--- config.mk ---
export PLATFORM = sky130hd
export DESIGN_NAME = rxw_top
export DESIGN_NICKNAME = d
export VERILOG_FILES = /design/src/design/rxw_pkg.sv /design/src/design/rxw_wb_if.sv /design/src/design/rxw_compose.sv /design/src/design/rxw_seq.sv /design/src/design/rxw_top.sv
export SDC_FILE = /design/constraint.sdc
export NUM_CORES = 1
export LEC_CHECK = 0
export CORE_MARGIN = 1
export CORE_UTILIZATION = 63
export DETAILED_ROUTE_END_ITERATION = 10
export DONT_BUFFER_PORTS = 1
export PLACE_DENSITY = 0.9
export SLEW_MARGIN = 20
export SYNTH_ARGS = -nofsm -noshare
export SYNTH_HDL_FRONTEND = slang
export SYNTH_SLANG_ARGS = --single-unit
--- constraint.sdc ---
create_clock -name core_clk -period 1.9 [get_ports core_clk]
set_input_delay 0.19 -clock core_clk [delete_from_list [all_inputs] [get_ports core_clk]]
set_output_delay 0.19 -clock core_clk [all_outputs]
set_load 0.02 [all_outputs]
--- src/design/rxw_pkg.sv ---
/*
  package for the receive extended-status writeback block: descriptor word
  field positions, message and payload type codes, register offsets.
  assumes nothing beyond a SystemVerilog compiler.
*/
package rxw_pkg;
  // descriptor word 4 field positions
  localparam int unsigned W4_TS_DROP_BIT   = 14;
  localparam int unsigned W4_PTP_VER_BIT   = 13;
  localparam int unsigned W4_PTP_ETH_BIT   = 12;
  localparam int unsigned W4_MSG_LSB       = 8;
  localparam int unsigned W4_IPV6_BIT      = 7;
  localparam int unsigned W4_IPV4_BIT      = 6;
  localparam int unsigned W4_BYPASS_BIT    = 5;
  localparam int unsigned W4_PAY_ERR_BIT   = 4;
  localparam int unsigned W4_HDR_ERR_BIT   = 3;
  localparam int unsigned W4_PAY_TYPE_LSB  = 0;
  // last-descriptor bit of descriptor word 0
  localparam int unsigned W0_LAST_BIT      = 8;
  // message type codes
  localparam logic [3:0] MSG_NONE          = 4'h0;
  localparam logic [3:0] MSG_PDRESP_FUP    = 4'h7;
  localparam logic [3:0] MSG_ANNOUNCE      = 4'h8;
  localparam logic [3:0] MSG_SIGNALING     = 4'ha;
  localparam logic [3:0] MSG_RESERVED      = 4'hf;
  // payload type codes
  localparam logic [2:0] PAY_UNKNOWN       = 3'h0;
  localparam logic [2:0] PAY_UDP           = 3'h1;
  localparam logic [2:0] PAY_TCP           = 3'h2;
  localparam logic [2:0] PAY_ICMP          = 3'h3;
  // register offsets (byte addresses)
  localparam logic [7:0] REG_CTRL          = 8'h00;
  localparam logic [7:0] REG_STATUS        = 8'h04;
  localparam logic [7:0] REG_CLEAR         = 8'h08;
  localparam logic [7:0] REG_IRQ_EN        = 8'h0c;
  localparam logic [7:0] REG_LAST_W4       = 8'h10;
  localparam logic [7:0] REG_FRAMES        = 8'h14;
  // reset values
  localparam logic [31:0] RST_CTRL         = 32'h0000_0001;
  localparam logic [2:0]  RST_IRQ_EN       = 3'h0;
  // event bits of status / clear / enable registers
  localparam int unsigned EV_DONE          = 0;
  localparam int unsigned EV_TS_DROP       = 1;
  localparam int unsigned EV_CSUM_ERR      = 2;
  localparam int unsigned EV_COUNT         = 3;
  // writeback states
  typedef enum logic [1:0] {ST_IDLE, ST_W4, ST_W6, ST_W7} rxw_state_type;
endpackage

--- src/design/rxw_wb_if.sv ---
/*
  interface carrying descriptor writes from the status composer to the
  writeback sequencer. assumes one clock shared by both ends.
*/
`timescale 1ns/1ps
`default_nettype none
interface rxw_wb_if;
  logic        frame_valid;  // one-cycle: new frame summary ready
  logic [31:0] word4;        // composed extended status
  logic [63:0] stamp;        // captured timestamp
  logic        is_last;      // frame closes in last descriptor
  logic        busy;         // sequencer still writing
  modport src (output frame_valid, word4, stamp, is_last, input busy);
  modport dst (input frame_valid, word4, stamp, is_last, output busy);
endinterface
`default_nettype wire

--- src/design/rxw_compose.sv ---
/*
  composes descriptor word 4 from receive path status at frame end.
  assumes frame end and status inputs come from logic on core_clk.
*/
`timescale 1ns/1ps
`default_nettype none
module rxw_compose
  import rxw_pkg::*;
(
  // clock and reset
  input  wire logic        core_clk,
  input  wire logic        rst_b,
  // receive path summary
  input  wire logic        frame_end,
  input  wire logic        is_last,
  input  wire logic [63:0] stamp,
  input  wire logic        ts_captured,
  input  wire logic        fifo_overflow,
  input  wire logic        ptp_v2,
  input  wire logic        ptp_over_eth,
  input  wire logic [3:0]  ptp_msg,
  input  wire logic        is_ipv6,
  input  wire logic        is_ipv4,
  input  wire logic        csum_engine_bypass,
  input  wire logic        pay_csum_bad,
  input  wire logic        seg_len_bad,
  input  wire logic        hdr_csum_bad,
  input  wire logic        ver_mismatch,
  input  wire logic        is_fragment,
  input  wire logic [2:0]  l4_kind,
  input  wire logic        csum_offload_enable,
  // toward sequencer
  rxw_wb_if.src            wb
);
  // ip flags hold their last value while offload is off
  logic ipv6_r;
  logic ipv4_r;
  logic ipv6_nxt;
  logic ipv4_nxt;
  logic ip_any;
  logic hdr_err;
  logic pay_err;
  logic [3:0] msg_code;
  logic [2:0] pay_code;
  logic [31:0] w4_nxt;

  assign ipv6_nxt = csum_offload_enable ? is_ipv6 : ipv6_r;
  assign ipv4_nxt = csum_offload_enable ? is_ipv4 : ipv4_r;
  assign ip_any   = ipv6_nxt | ipv4_nxt;
  // errors only meaningful when an ip bit is reported
  assign hdr_err  = ip_any & (hdr_csum_bad | ver_mismatch);
  assign pay_err  = ip_any & (pay_csum_bad | seg_len_bad);
  // codes 11..14 are never produced; reserved types report 15
  assign msg_code = (ptp_msg > MSG_SIGNALING && ptp_msg != MSG_RESERVED) ?
                    MSG_RESERVED : ptp_msg;
  // header error or fragment forces unknown payload
  assign pay_code = (!ip_any || hdr_err || is_fragment || l4_kind > PAY_ICMP) ?
                    PAY_UNKNOWN : l4_kind;

  // assemble word, reserved bits zero
  always_comb begin
    w4_nxt = 32'h0000_0000;
    w4_nxt[W4_TS_DROP_BIT] = ts_captured & fifo_overflow;
    w4_nxt[W4_PTP_VER_BIT] = ptp_v2;
    w4_nxt[W4_PTP_ETH_BIT] = ptp_over_eth & (msg_code != MSG_NONE);
    w4_nxt[W4_MSG_LSB +: 4] = msg_code;
    w4_nxt[W4_IPV6_BIT] = ipv6_nxt;
    w4_nxt[W4_IPV4_BIT] = ipv4_nxt;
    w4_nxt[W4_BYPASS_BIT] = csum_engine_bypass;
    w4_nxt[W4_PAY_ERR_BIT] = pay_err;
    w4_nxt[W4_HDR_ERR_BIT] = hdr_err;
    w4_nxt[W4_PAY_TYPE_LSB +: 3] = pay_code;
  end

  // capture summary at frame end
  always_ff @(posedge core_clk or negedge rst_b) begin
    if (!rst_b) begin
      ipv6_r         <= 1'b0;
      ipv4_r         <= 1'b0;
      wb.frame_valid <= 1'b0;
      wb.word4       <= 32'h0000_0000;
      wb.stamp       <= 64'h0;
      wb.is_last     <= 1'b0;
    end else begin
      wb.frame_valid <= frame_end & ~wb.busy;
      if (frame_end && !wb.busy) begin
        ipv6_r     <= ipv6_nxt;
        ipv4_r     <= ipv4_nxt;
        wb.word4   <= w4_nxt;
        wb.stamp   <= stamp;
        wb.is_last <= is_last;
      end
    end
  end
endmodule
`default_nettype wire

--- src/design/rxw_seq.sv ---
/*
  writes word 4, 6 and 7 of the last descriptor into host memory, one
  word a cycle. assumes the memory port accepts a write every cycle.
*/
`timescale 1ns/1ps
`default_nettype none
module rxw_seq
  import rxw_pkg::*;
(
  // clock and reset
  input  wire logic        core_clk,
  input  wire logic        rst_b,
  // from composer
  rxw_wb_if.dst            wb,
  // descriptor write port
  output logic             mem_we,
  output logic [2:0]       mem_word,
  output logic [31:0]      mem_data,
  output logic             done
);
  rxw_state_type state_r;  // current writeback step
  rxw_state_type state_nxt;
  logic [63:0]   stamp_r;   // held timestamp

  assign wb.busy = (state_r != ST_IDLE);

  // next-state choice
  always_comb begin
    state_nxt = state_r;
    case (state_r)
      ST_IDLE: if (wb.frame_valid && wb.is_last) state_nxt = ST_W4;
      ST_W4:   state_nxt = ST_W6;
      ST_W6:   state_nxt = ST_W7;
      ST_W7:   state_nxt = ST_IDLE;
      default: state_nxt = ST_IDLE;
    endcase
  end

  // write port outputs registered from the state about to be entered, done from the current state
  always_ff @(posedge core_clk or negedge rst_b) begin
    if (!rst_b) begin
      state_r  <= ST_IDLE;
      stamp_r  <= 64'h0;
      mem_we   <= 1'b0;
      mem_word <= 3'h0;
      mem_data <= 32'h0000_0000;
      done     <= 1'b0;
    end else begin
      state_r <= state_nxt;
      done    <= (state_r == ST_W7);
      mem_we  <= (state_nxt != ST_IDLE);
      // word four leaves the cycle it arrives, so only the stamp is held
      if (state_r == ST_IDLE && wb.frame_valid) begin
        stamp_r <= wb.stamp;
      end
      case (state_nxt)
        ST_W4: begin
          mem_word <= 3'h4;
          mem_data <= wb.word4;
        end
        ST_W6: begin
          mem_word <= 3'h6;
          mem_data <= stamp_r[31:0];
        end
        ST_W7: begin
          mem_word <= 3'h7;
          mem_data <= stamp_r[63:32];
        end
        default: begin
          mem_word <= 3'h0;
          mem_data <= 32'h0000_0000;
        end
      endcase
    end
  end
endmodule
`default_nettype wire

--- src/design/rxw_top.sv ---
/*
  receive extended status and timestamp writeback with a small register
  port for control, events and interrupt. assumes all inputs are on core_clk.
*/
`timescale 1ns/1ps
`default_nettype none
module rxw_top
  import rxw_pkg::*;
(
  // clock and reset
  input  wire logic        core_clk,
  input  wire logic        rst_b,
  // register port
  input  wire logic [7:0]  reg_addr,
  input  wire logic [31:0] reg_wdata,
  input  wire logic        reg_wr,
  input  wire logic        reg_rd,
  output logic [31:0]      reg_rdata,
  // receive path summary
  input  wire logic        frame_end,
  input  wire logic [31:0] rx_desc_word0_status,
  input  wire logic [63:0] rx_frame_timestamp,
  input  wire logic        ts_captured,
  input  wire logic        fifo_overflow,
  input  wire logic        ptp_v2,
  input  wire logic        ptp_over_eth,
  input  wire logic [3:0]  ptp_msg,
  input  wire logic        is_ipv6,
  input  wire logic        is_ipv4,
  input  wire logic        csum_engine_bypass,
  input  wire logic        pay_csum_bad,
  input  wire logic        seg_len_bad,
  input  wire logic        hdr_csum_bad,
  input  wire logic        ver_mismatch,
  input  wire logic        is_fragment,
  input  wire logic [2:0]  l4_kind,
  // descriptor write port
  output logic             mem_we,
  output logic [2:0]       mem_word,
  output logic [31:0]      mem_data,
  // interrupt
  output logic             irq
);
  rxw_wb_if wb ();
  logic [31:0] ctrl_r;     // bit 0: checksum_offload_enable
  logic [EV_COUNT-1:0] stat_r;
  logic [EV_COUNT-1:0] irq_en_r;
  logic [EV_COUNT-1:0] ev;
  logic [EV_COUNT-1:0] clr;
  logic [15:0] frames_r;   // frames written back, wraps
  logic        wb_done;
  logic        wr_ctrl;
  logic        wr_clear;
  logic        wr_en;
  logic [31:0] rd_mux;

  rxw_compose u_compose (
    .core_clk            (core_clk),
    .rst_b               (rst_b),
    .frame_end           (frame_end),
    .is_last             (rx_desc_word0_status[W0_LAST_BIT]),
    .stamp               (rx_frame_timestamp),
    .ts_captured         (ts_captured),
    .fifo_overflow       (fifo_overflow),
    .ptp_v2              (ptp_v2),
    .ptp_over_eth        (ptp_over_eth),
    .ptp_msg             (ptp_msg),
    .is_ipv6             (is_ipv6),
    .is_ipv4             (is_ipv4),
    .csum_engine_bypass  (csum_engine_bypass),
    .pay_csum_bad        (pay_csum_bad),
    .seg_len_bad         (seg_len_bad),
    .hdr_csum_bad        (hdr_csum_bad),
    .ver_mismatch        (ver_mismatch),
    .is_fragment         (is_fragment),
    .l4_kind             (l4_kind),
    .csum_offload_enable (ctrl_r[0]),
    .wb                  (wb.src)
  );

  rxw_seq u_seq (
    .core_clk (core_clk),
    .rst_b    (rst_b),
    .wb       (wb.dst),
    .mem_we   (mem_we),
    .mem_word (mem_word),
    .mem_data (mem_data),
    .done     (wb_done)
  );

  // register decode
  assign wr_ctrl  = reg_wr && (reg_addr == REG_CTRL);
  assign wr_clear = reg_wr && (reg_addr == REG_CLEAR);
  assign wr_en    = reg_wr && (reg_addr == REG_IRQ_EN);
  assign clr      = wr_clear ? reg_wdata[EV_COUNT-1:0] : '0;
  // done from the sequencer; drop and checksum events from the composed word as it leaves for writeback
  assign ev[EV_DONE]     = wb_done;
  assign ev[EV_TS_DROP]  = wb.frame_valid & wb.word4[W4_TS_DROP_BIT];
  assign ev[EV_CSUM_ERR] = wb.frame_valid &
                           (wb.word4[W4_PAY_ERR_BIT] | wb.word4[W4_HDR_ERR_BIT]);
  // unmapped addresses read zero
  assign rd_mux = (reg_addr == REG_CTRL)    ? ctrl_r :
                  (reg_addr == REG_STATUS)  ? {29'h0, stat_r} :
                  (reg_addr == REG_IRQ_EN)  ? {29'h0, irq_en_r} :
                  (reg_addr == REG_LAST_W4) ? wb.word4 :
                  (reg_addr == REG_FRAMES)  ? {16'h0, frames_r} : 32'h0000_0000;

  // sticky status: set wins over clear
  genvar gi;
  generate
    for (gi = 0; gi < EV_COUNT; gi++) begin : g_stat
      always_ff @(posedge core_clk or negedge rst_b) begin
        if (!rst_b) stat_r[gi] <= 1'b0;
        else stat_r[gi] <= ev[gi] | (stat_r[gi] & ~clr[gi]);
      end
    end
  endgenerate

  // control, enable, counter, read data, interrupt
  always_ff @(posedge core_clk or negedge rst_b) begin
    if (!rst_b) begin
      ctrl_r    <= RST_CTRL;
      irq_en_r  <= RST_IRQ_EN;
      frames_r  <= 16'h0;
      reg_rdata <= 32'h0000_0000;
      irq       <= 1'b0;
    end else begin
      if (wr_ctrl) ctrl_r <= {31'h0, reg_wdata[0]};
      if (wr_en) irq_en_r <= reg_wdata[EV_COUNT-1:0];
      if (wb_done) frames_r <= frames_r + 16'h1;
      reg_rdata <= reg_rd ? rd_mux : 32'h0000_0000;
      irq       <= |((ev | (stat_r & ~clr)) & irq_en_r);
    end
  end
endmodule
`default_nettype wire

==> metrics.md, run 1 <==
| Metric | Value |
|---|---|
| Post-layout utilization of the core | 0.800 |
| Number of hold-repair buffers added at the cts stage | 94 |
| H-tree Lvls | 1 |
| Footprint of the flip-flops and latches | 5560 um^2 |
| Synthesis-to-layout area growth | 21.6% |
| Setup-violating endpoint count in the final report | 0 |
| Failing checks | negative hold slack |
| Detail Route Antenna Nets | 0 |
| Run status | finished, violations left |
| Post-route clock period utilization | 0.977 |
| Post-Syn Instances | 783 |
| Wire length of the first global-routing pass | 34,700 um |
| Worst ir drop on vdd | 1.15 mV |
| Initial Util | 0.658 |
| TritonCTS clock tree | yes |
| Maximum number of pins on one net before global-route repair | 223 |
| Actual transition at the worst max-transition pin | 0.501 ns |
| Normalized max-slew margin | 0.666 |
| Cell Count Post-Placement | 936 |
| I/O pins | 229 |
| Final Slew Violations | 0 |
| Initial antenna violation count | 0 |
| Clock input transition at the sequential cells of the worst setup and hold paths | 0.06 ns |
| Routability cong. | 0.851 |
| Clock insertion delay at the later pin of the skew report | 0.50 ns |
| Die ar. | 14,500 um^2 |
| Longest individual stage delay on the worst path | 0.59 ns |
| Cell with the biggest individual delay on the critical path | sky130_fd_sc_hd__dlygate4sd3_1 |
| Cts bufs inserted | 23 |
| Number of nets in the layout | 1,051 |
| Total core area | 13,500 um^2 |
| Yosys Warn Count | 0 |
| Instance area after placement | 9010 um^2 |
| Buffers & Inverters on Critical Path | 2 |
| Highest attainable clock frequency | 0.539 GHz |
| Count of fill cells added during filler insertion | 733 |
| Arrival time of data at the critical path endpoint | 2.23 ns |
| Final standard cell area without fillers | 10,800 um^2 |
| Most Frequent Cell on Critical Path | sky130_fd_sc_hd__dlygate4sd3_1 |
| Int Pwr | 11.2 mW |
| Wire length on met2 | 10,800 um |
| Sum of overflow across all layers after global routing | 0 |
| Port Buf Inserts | 0 |
| Cells along the critical path | dlygate4sd3_1, nor4b_4, nand3_2, mux2_1, dlygate4sd3_1 |
| Diodes inserted | 0 |
| Estimated wirelength of the detail-placed design | 12,600 um |
| Gr usage total | 0.309 |
| Number of enable-type register cells in the synthesized netlist | 0 |
| Via count of the first global-routing pass | 6,774 |
| Row cnt | 42 |
| Crit path max fanout | 6 |
| Pwr dens | 1590 nW/um^2 |
| Worst clock skew | 0.0121 ns |
| Buffer type at the clock tree root | sky130_fd_sc_hd__clkbuf_16 |
| Routed vias | 6,477 |
| WL final | 21,700 um |
| Die width | 121 um |
| Share of final-layout standard cells stronger than drive strength 1 | 0.158 |
| Class of the most critical setup path | in2reg |
| Syn Area/Cell | 11.3 um^2 |
| Standby leakage power | 5.24 nW |
| Crit path time final | 1.86 ns |
| Non-filler instance count after layout | 1,073 |
| Worst hold margin | -0.615 ns |
| Sequential group share of total power | 0.480 |
| First-iteration detailed-routing DRC count | 821 |
| Netlist area before placement | 8850 um^2 |
| Number of max-cap violations | 0 |
| Clk pwr share | 0.259 |
| Routed wl met3 | 1700 um |
| Final hold violations | 222 |
| Max clock buf depth | 3 |
| Top_reg_cell synth | sky130_fd_sc_hd__dfrtp_1 |
| Wire length on met1 | 8290 um |
| Async set-or-reset flop fraction in the synthesized netlist | 1.00 |
| Crit path required time | 2.27 ns |
| Die height | 121 um |
| Fin Setup TNS | 0 ns |
| Drt via density | 6.04 |
| Clock sink total | 222 |
| Crit path capture type | flop |
| Critical path launch point type | input pin |
| Detailed-route wire length per cell | 20.3 um |
| Switching portion of total power | 0.347 |
| Hold Path Class | in2async |
| Part of the total power dissipated in combinational logic | 0.260 |
| Psw | 5.95 mW |
| Area of the multi-input gates | 3040 um^2 |
| Highest layer used for signal routing | met4 |
| Flop and latch count out of synthesis | 222 |
| Dominant delay contributor by cell family on the critical path | buffers and inverters |
| DR pass1 iterations | 8 |
| Sequential fraction of the synthesis area | 0.628 |
| # DRC | 0 |
| Distinct cells, synth | 44 |
==> metal layers <==
| metal | vias up | track usage |
|---|---|---|
| met5 | - | 0 |
| met2 | 390 | 0.518 |
| met1 | 3203 | 0.402 |
| met4 | 0 | 0.130 |
| met3 | 78 | 0.0509 |
| li1 | 2806 | - |
==> area by class of cell <==
class	instances	area share
Clock buffer	31	0.0609
Clock inverter	7	0.00861
Inverter	9	0.00349
Multi-Input combinational cell	509	0.283
Sequential cell	222	0.517
Tap cell	176	0.0205
Timing Repair Buffer	119	0.107
==> flip-flops by register name, indices dropped and copies added, names as in the netlist, 2 cells and up <==
name	cells
irq_en_r	3
u_seq.mem_word	2
u_compose.wb.stamp	64
reg_rdata	16
stat_r	3
u_seq.mem_data	32
u_seq.stamp_r	64
frames_r	16
u_compose.wb.word4	15
==> timing repair <==
action,CTS,global route
setup buffers,0,5
gates resized for setup,0,3
endpoints found under the setup margin,0,14
hold endpoints to repair,312,222
==> synthesized netlist by cell type, types with 2 or more instances <==
| library cell | count | area share |
|---|---|---|
| sky130_fd_sc_hd__nand2_1 | 224 | 0.095 |
| sky130_fd_sc_hd__dfrtp_1 | 221 | 0.63 |
| sky130_fd_sc_hd__mux2_2 | 68 | 0.087 |
| sky130_fd_sc_hd__nor2_1 | 57 | 0.024 |
| sky130_fd_sc_hd__clkbuf_1 | 35 | 0.015 |
| sky130_fd_sc_hd__a22oi_1 | 30 | 0.025 |
| sky130_fd_sc_hd__buf_4 | 18 | 0.015 |
| sky130_fd_sc_hd__a222oi_1 | 15 | 0.017 |
| sky130_fd_sc_hd__nand3_1 | 10 | 0.0057 |
| sky130_fd_sc_hd__o21ai_0 | 10 | 0.0057 |
| sky130_fd_sc_hd__xnor2_1 | 10 | 0.0099 |
| sky130_fd_sc_hd__inv_1 | 9 | 0.0038 |
| sky130_fd_sc_hd__ha_1 | 7 | 0.0099 |
| sky130_fd_sc_hd__nor3_1 | 6 | 0.0034 |
| sky130_fd_sc_hd__buf_2 | 5 | 0.0028 |
| sky130_fd_sc_hd__nand4_1 | 5 | 0.0035 |
| sky130_fd_sc_hd__xor2_1 | 5 | 0.0049 |
| sky130_fd_sc_hd__a21oi_1 | 4 | 0.0023 |
| sky130_fd_sc_hd__and3_1 | 4 | 0.0028 |
| sky130_fd_sc_hd__nor2b_1 | 4 | 0.0028 |
| sky130_fd_sc_hd__a21o_1 | 3 | 0.0025 |
| sky130_fd_sc_hd__a22o_1 | 3 | 0.0030 |
| sky130_fd_sc_hd__mux2_1 | 3 | 0.0038 |
| sky130_fd_sc_hd__or4_1 | 3 | 0.0025 |
| sky130_fd_sc_hd__a221o_1 | 2 | 0.0023 |
| sky130_fd_sc_hd__and2_1 | 2 | 0.0014 |
| sky130_fd_sc_hd__o22a_1 | 2 | 0.0020 |
| sky130_fd_sc_hd__o31ai_1 | 2 | 0.0017 |
==> cell families after synthesis <==
logic type | share of synthesized area
AO/OA/AOI/OAI | 0.0675
XOR/XNOR | 0.0148
adder cells (fa/ha/maj) | 0.00990
buffers and inverters | 0.0368
flip-flops | 0.628
multiplexers | 0.0915
other | 0.000424
AND/OR/NAND/NOR | 0.151
==> final timing paths <==
check	slack (ns)	from	cells after the start	to
max in group asynchronous	2.23	rst_b	0	reg_rdata[8]
min in group core_clk	0.02	reg_rd	3	reg_rdata[14]
hold reg to reg	0.47	frames_r[15]	1	frames_r[15]
hold / removal	-0.62	rst_b	0	u_seq.mem_data[7]
setup / recovery	0.04	reg_addr[0]	5	irq_en_r[2]
setup reg to reg	0.12	u_seq.state_r[0]	7	u_seq.mem_data[11]
==> layout by cell type (no fill, tap or decap), drive strengths merged, types with 2 or more instances in the layout <==
cell,n
nand4,5
o41ai,2
dfrtp,221
xnor2,10
a22o,3
o31ai,2
inv,10
a221o,2
mux2,71
nor2b,4
nand2,224
ha,7
a21o,3
buf,25
nor2,58
clkbuf,31
dlygate4sd3,94
xor2,5
a222oi,15
nand3,11
o22a,2
conb,16
clkinv,3
and2,2
nor3,7
o21ai,10
and3,4
a21oi,4
bufinv,2
or4,3
a22oi,30
==> power by group through the flow <==
| stage | Sequential (mW) | Combinational [mW] | Clock, mW |
|---|---|---|---|
| 6_report | 8.22 | 4.45 | 4.44 |
| 5_1_grt | 8.38 | 4.91 | 4.68 |
| 4_1_cts | 8.15 | 4.21 | 4.48 |
| 3_5_place_dp | 8.20 | 3.98 | 0 |
| 3_3_place_gp | 8.05 | 3.74 | 0 |
| 2_1_floorplan | 7.71 | 3.02 | 0 |
==> per-stage QoR <==
stage | worst slack, ns | power [mW]
final | 0.0434 | 17.1
after global routing | -0.0161 | 18.0
after CTS | 0.0367 | 16.8
after detailed placement | 0.0887 | 12.2
after global placement | 0.146 | 11.8
after floorplan | 0.162 | 10.7
Note: power is estimated with default switching activity, not from simulation.
==> inputs of run 2 (changes only) <==
--- a/config.mk
+++ b/config.mk
@@ -5,11 +5,13 @@
 export SDC_FILE = /design/constraint.sdc
 export NUM_CORES = 1
 export LEC_CHECK = 0
+export CORE_ASPECT_RATIO = 1.1
 export CORE_MARGIN = 1
 export CORE_UTILIZATION = 63
 export DETAILED_ROUTE_END_ITERATION = 10
 export DONT_BUFFER_PORTS = 1
 export PLACE_DENSITY = 0.9
+export RECOVER_POWER = 100
 export SLEW_MARGIN = 20
 export SYNTH_ARGS = -nofsm -noshare
 export SYNTH_HDL_FRONTEND = slang
==> metrics.md, run 2 (synthesized netlist as in run 1, its figures left out) <==
| Metric | Value |
|---|---|
| Sum of overflow across all layers after global routing | 0 |
| Final Slew Violations | 0 |
| Maximum number of pins on one net before global-route repair | 223 |
| Commonest non-fill, non-tap cells in the layout | 222 x sky130_fd_sc_hd__nand2_1, 221 x sky130_fd_sc_hd__dfrtp_1, 93 x sky130_fd_sc_hd__dlygate4sd3_1 |
| Most frequent standard cell in the layout excluding fill and tap cells | sky130_fd_sc_hd__nand2_1 |
| Crit path capture type | flop |
| Count of fill cells added during filler insertion | 779 |
| Die height | 126 um |
| Max clock buf depth | 3 |
| Post-route clock period utilization | 0.975 |
| # DRC | 0 |
| I/O pins | 229 |
| Port Buf Inserts | 0 |
| Detail Route Antenna Nets | 0 |
| First-iteration detailed-routing DRC count | 781 |
| Number of max-cap violations | 0 |
| Cell with the biggest individual delay on the critical path | sky130_fd_sc_hd__dfrtp_1 |
| Pwr dens | 1580 nW/um^2 |
| Area of the multi-input gates | 3030 um^2 |
| Cells along the critical path | inv_1, ha_2, nand2_2, inv_2, buf_4, nand3_1, nand2_1 |
| Row cnt | 45 |
| Die width | 115 um |
| Buffer type at the clock tree root | sky130_fd_sc_hd__clkbuf_16 |
| Reg-to-reg startpoint | u_seq.state_r[0] |
| Synthesis-to-layout area growth | 21.3% |
| Estimated wirelength of the detail-placed design | 12,500 um |
| Clock input transition at the sequential cells of the worst setup and hold paths | 0.06 ns |
| Routability cong. | 0.866 |
| Failing checks | negative hold slack |
| Initial Util | 0.644 |
| Cts bufs inserted | 22 |
| Total power of the final layout | 16.9 mW |
| Crit path required time | 2.33 ns |
| Run status | finished, violations left |
| Standby leakage power | 5.21 nW |
| Class of the most critical setup path | reg2reg |
| Highest attainable clock frequency | 0.540 GHz |
| Worst clock skew | 0.0140 ns |
| Setup-violating endpoint count in the final report | 0 |
| WL final | 21,300 um |
| H-tree Lvls | 1 |
| Number of hold-repair buffers added at the cts stage | 93 |
| Crit path time final | 1.85 ns |
| Routed vias | 6,363 |
| Total core area | 13,700 um^2 |
| Die ar. | 14,500 um^2 |
| Number of cells on the worst reg-to-reg path | 7 |
| Cell Count Post-Placement | 947 |
| Longest individual stage delay on the worst path | 0.43 ns |
| Drt via density | 5.86 |
| Fin Setup TNS | 0 ns |
| Clock insertion delay at the later pin of the skew report | 0.50 ns |
| Critical path launch point type | flop |
| Footprint of the flip-flops and latches | 5560 um^2 |
| Hold Path Class | in2async |
| Initial antenna violation count | 1 |
| Critical register-to-register path endpoint | u_compose.wb.word4[14] |
| Worst hold margin | -0.604 ns |
| Largest registers | u_compose.wb.stamp (64), u_seq.stamp_r (64), u_seq.mem_data (32) |
| Non-filler instance count after layout | 1,085 |
| Setup repair after global routing missed its margin | true |
| Wire length of the first global-routing pass | 33,600 um |
| Share of final-layout standard cells stronger than drive strength 1 | 0.152 |
| Detailed-route wire length per cell | 19.6 um |
| Reg2Reg Setup Slack | 0.05 ns |
| Via count of the first global-routing pass | 6,570 |
| Worst ir drop on vdd | 1.09 mV |
| TritonCTS clock tree | yes |
| Arrival time of data at the critical path endpoint | 2.29 ns |
| DR pass1 iterations | 8 |
| Clock sink total | 222 |
| Final hold violations | 222 |
| Number of nets in the layout | 1,048 |
| Gr usage total | 0.299 |
| Crit path max fanout | 15 |
run 2: timing repair:
item,in CTS,in global routing
gates resized for setup,0,4
endpoints found under the setup margin,0,36
buffers inserted,0,5
hold endpoints to repair,324,222
run 2: worst max-delay path by stage:
stage                 startpoint                     end  slack, ns  cells past startpoint
6_report        u_seq.state_r[0]  u_compose.wb.word4[14]       0.05                      7
4_1_cts              reg_addr[1]             irq_en_r[1]       0.04                      5
3_5_place_dp   u_seq.mem_word[1]      u_seq.mem_data[31]       0.07                      5
2_1_floorplan  u_seq.mem_word[1]       u_seq.stamp_r[10]       0.16                      5
3_3_place_gp         reg_addr[4]             irq_en_r[0]       0.15                      4
5_1_grt         u_seq.state_r[0]  u_compose.wb.word4[14]      -0.02                      7
run 2: report_power, final:
group          total (mW)  switching (mW)  internal, mW  leakage (nW)
clock                4.21            1.73          2.48         0.345
combinational        4.46            2.49          1.98          2.03
sequential           8.22            1.66          6.56          2.84
run 2: per-layer routing:
metal / part of all wire / global-route usage / vias to the layer above
li1: - / - / 2808
met1: 0.38 / 0.385 / 3214
met2: 0.53 / 0.521 / 291
met3: 0.061 / 0.0425 / 50
met4: 0.024 / 0.105 / 0
met5: 0 / 0 / -
run 2: worst max-delay path: cells and delay by family (launching register included):
family / cells / cell delay [ns]
adders and majority gates: 1 / 0.24
buffers and inverters: 3 / 0.74
DFF: 1 / 0.43
and+or+nand+nor: 3 / 0.38
run 2: final cells by class:
type                    count  area share
inverters                   9     0.00350
clock buffers              34      0.0603
clock inverters             5     0.00502
multi-input cells         509       0.283
flip-flops and latches    222       0.518
repair buffers            117       0.108
well taps                 188      0.0219
diodes                      1    0.000233
run 2: metrics by stage:
| stage | cell area, um^2 | utilization | setup slack (ns) | hold WS [ns] |
|---|---|---|---|---|
| finish | 10700 | 0.781 | 0.0483 | -0.604 |
| floorplan | 8900 | - | 0.162 | -0.106 |
| global route | 10700 | 0.781 | -0.0249 | -0.625 |
| detailed placement | 9030 | 0.658 | 0.0727 | -0.0991 |
| CTS | 10700 | 0.776 | 0.0352 | -0.624 |
| global placement | 9030 | 0.658 | 0.149 | -0.0987 |
==> inputs of run 3 (changes only) <==
--- a/config.mk
+++ b/config.mk
@@ -7,10 +7,10 @@
 export LEC_CHECK = 0
 export CORE_ASPECT_RATIO = 1.1
 export CORE_MARGIN = 1
-export CORE_UTILIZATION = 63
+export CORE_UTILIZATION = 57
 export DETAILED_ROUTE_END_ITERATION = 10
 export DONT_BUFFER_PORTS = 1
-export PLACE_DENSITY = 0.9
+export PLACE_DENSITY = 0.86
 export RECOVER_POWER = 100
 export SLEW_MARGIN = 20
 export SYNTH_ARGS = -nofsm -noshare
==> constraint.sdc (replaced) <==
create_clock -name core_clk -period 1.7 [get_ports core_clk]
set_input_delay 0.17 -clock core_clk [delete_from_list [all_inputs] [get_ports core_clk]]
set_output_delay 0.17 -clock core_clk [all_outputs]
set_load 0.02 [all_outputs]
==> metrics.md, run 3 (synthesized netlist as in run 1, its figures left out) <==
| Metric | Value |
|---|---|
| Run status | finished, violations left |
| Failing checks | negative hold slack, negative setup slack |
| Crit path max fanout | 3 |
| Port Buf Inserts | 0 |
| Instance area after placement | 9200 um^2 |
| Launching instance or port of the critical path | reg_addr[4] |
| Reg2Reg Setup Slack | 0.04 ns |
| First-iteration detailed-routing DRC count | 697 |
| Drt via density | 5.84 |
| Crit path required time | 2.07 ns |
| Max clock buf depth | 3 |
| Normalized max-slew margin | 0.665 |
| Non-filler instance count after layout | 1,106 |
| Die width | 121 um |
| Wire length of the first global-routing pass | 34,100 um |
| Worst hold margin | -0.615 ns |
| Highest attainable clock frequency | 0.586 GHz |
| Total power of the final layout | 20.0 mW |
| DR pass1 iterations | 7 |
| Worst ir drop on vdd | 1.19 mV |
| Synthesis-to-layout area growth | 25.0% |
| Diodes inserted | 0 |
| Detail Route Antenna Nets | 0 |
| Reg-to-reg startpoint | u_seq.state_r[0] |
| Routed vias | 6,456 |
| Actual transition at the worst max-transition pin | 0.497 ns |
| Detailed-route wire length per cell | 20.0 um |
| Worst clock skew | 0.0100 ns |
| Count of fill cells added during filler insertion | 893 |
| Crit path capture type | flop |
| Class of the most critical setup path | in2reg |
| Commonest non-fill, non-tap cells in the layout | 222 x sky130_fd_sc_hd__nand2_1, 221 x sky130_fd_sc_hd__dfrtp_1, 93 x sky130_fd_sc_hd__dlygate4sd3_1 |
| Estimated wirelength of the detail-placed design | 12,500 um |
| Routability cong. | 0.858 |
| Via count of the first global-routing pass | 6,565 |
| I/O pins | 229 |
| Setup-violating endpoint count in the final report | 1 |
| Most frequent standard cell in the layout excluding fill and tap cells | sky130_fd_sc_hd__nand2_1 |
| Final standard cell area without fillers | 11,100 um^2 |
| Sum of overflow across all layers after global routing | 0 |
| Critical path launch point type | input pin |
| Die ar. | 16,000 um^2 |
| Post-route clock period utilization | 1.00 |
| WL final | 22,200 um |
| TritonCTS clock tree | yes |
| Clock sink total | 222 |
| Share of final-layout standard cells stronger than drive strength 1 | 0.181 |
| Number of nets in the layout | 1,063 |
| Cell Count Post-Placement | 968 |
| Die height | 133 um |
| Clock input transition at the sequential cells of the worst setup and hold paths | 0.07 ns |
| Total core area | 15,100 um^2 |
| Initial Util | 0.585 |
| Clock insertion delay at the later pin of the skew report | 0.48 ns |
| Fin Setup TNS | -0.00545 ns |
| Number of hold-repair buffers added at the cts stage | 94 |
| # DRC | 0 |
| Final hold violations | 222 |
| Buffer type at the clock tree root | sky130_fd_sc_hd__clkbuf_16 |
| Largest registers | u_compose.wb.stamp (64), u_seq.stamp_r (64), u_seq.mem_data (32) |
| Row cnt | 47 |
| Number of cells on the worst reg-to-reg path | 6 |
| Cts bufs inserted | 22 |
| Critical register-to-register path endpoint | u_seq.mem_data[0] |
| Crit path time final | 1.71 ns |
| Initial antenna violation count | 1 |
| Hold Path Class | in2async |
| Pwr dens | 1810 nW/um^2 |
| Slack of the critical path | -0.00545 ns |
| Final Slew Violations | 0 |
| Post-layout utilization of the core | 0.732 |
| Standby leakage power | 5.36 nW |
| Number of max-cap violations | 0 |
| H-tree Lvls | 1 |
| Critical Path End | irq_en_r[0] |
| Setup repair after global routing missed its margin | true |
| Maximum number of pins on one net before global-route repair | 223 |
| Gr usage total | 0.275 |
| Arrival time of data at the critical path endpoint | 2.07 ns |
-- run 3: worst min path at each step --
stage               start                      to  slack (ns)
finish              rst_b  u_compose.wb.stamp[58]       -0.62
global route        rst_b  u_compose.wb.stamp[58]       -0.64
CTS                 rst_b            frames_r[11]       -0.64
detailed placement  rst_b      u_seq.mem_data[27]       -0.12
global placement    rst_b      u_seq.mem_data[27]       -0.12
floorplan           rst_b             frames_r[0]       -0.13
-- run 3: report_power, final --
| part | leakage [nW] | internal [mW] | switching (mW) | total (mW) |
|---|---|---|---|---|
| logic | 2.14 | 2.79 | 3.01 | 5.80 |
| clock network | 0.382 | 3.18 | 1.91 | 5.09 |
| registers | 2.84 | 7.33 | 1.80 | 9.13 |
| total | 5.36 | 13.3 | 6.72 | 20.0 |
-- run 3: area by class of cell --
cell class | instances | area [um^2] | share of cell area
well taps | 196 | 245 | 0.0222
multi-input cells | 509 | 3090 | 0.279
flip-flops and latches | 222 | 5560 | 0.502
repair inverters | 1 | 5.00 | 0.000452
repair buffers | 131 | 1360 | 0.122
clock buffers | 33 | 673 | 0.0608
clock inverters | 5 | 100 | 0.00905
inverters | 9 | 37.5 | 0.00339
-- run 3: per-stage QoR --
stage	hold slack, ns	worst slack (ns)
after floorplan	-0.126	-0.0385
after global placement	-0.119	0.0689
after detailed placement	-0.119	0.0110
after CTS	-0.636	0.0400
after global routing	-0.635	-0.0351
final	-0.615	-0.00545
-- run 3: critical path, cell delays in order --
cell and delay [ns]:
sky130_fd_sc_hd__or4_4 0.54, sky130_fd_sc_hd__nor4b_4 0.32, sky130_fd_sc_hd__nand3_2 0.17, sky130_fd_sc_hd__mux2_4 0.33
sky130_fd_sc_hd__dlygate4sd3_1 0.55
-- run 3: what timing repair did --
item / CTS / global route
endpoints found under the setup margin: 0 / 45
setup buffers: 0 / 3
hold endpoints to repair: 318 / 222
resized for setup: 0 / 13
-- run 3: metal layers --
layer  global-route usage  share of wire
met5                    0              0
met4               0.0995          0.034
met3               0.0431          0.060
met2                0.479           0.52
met1                0.349           0.39
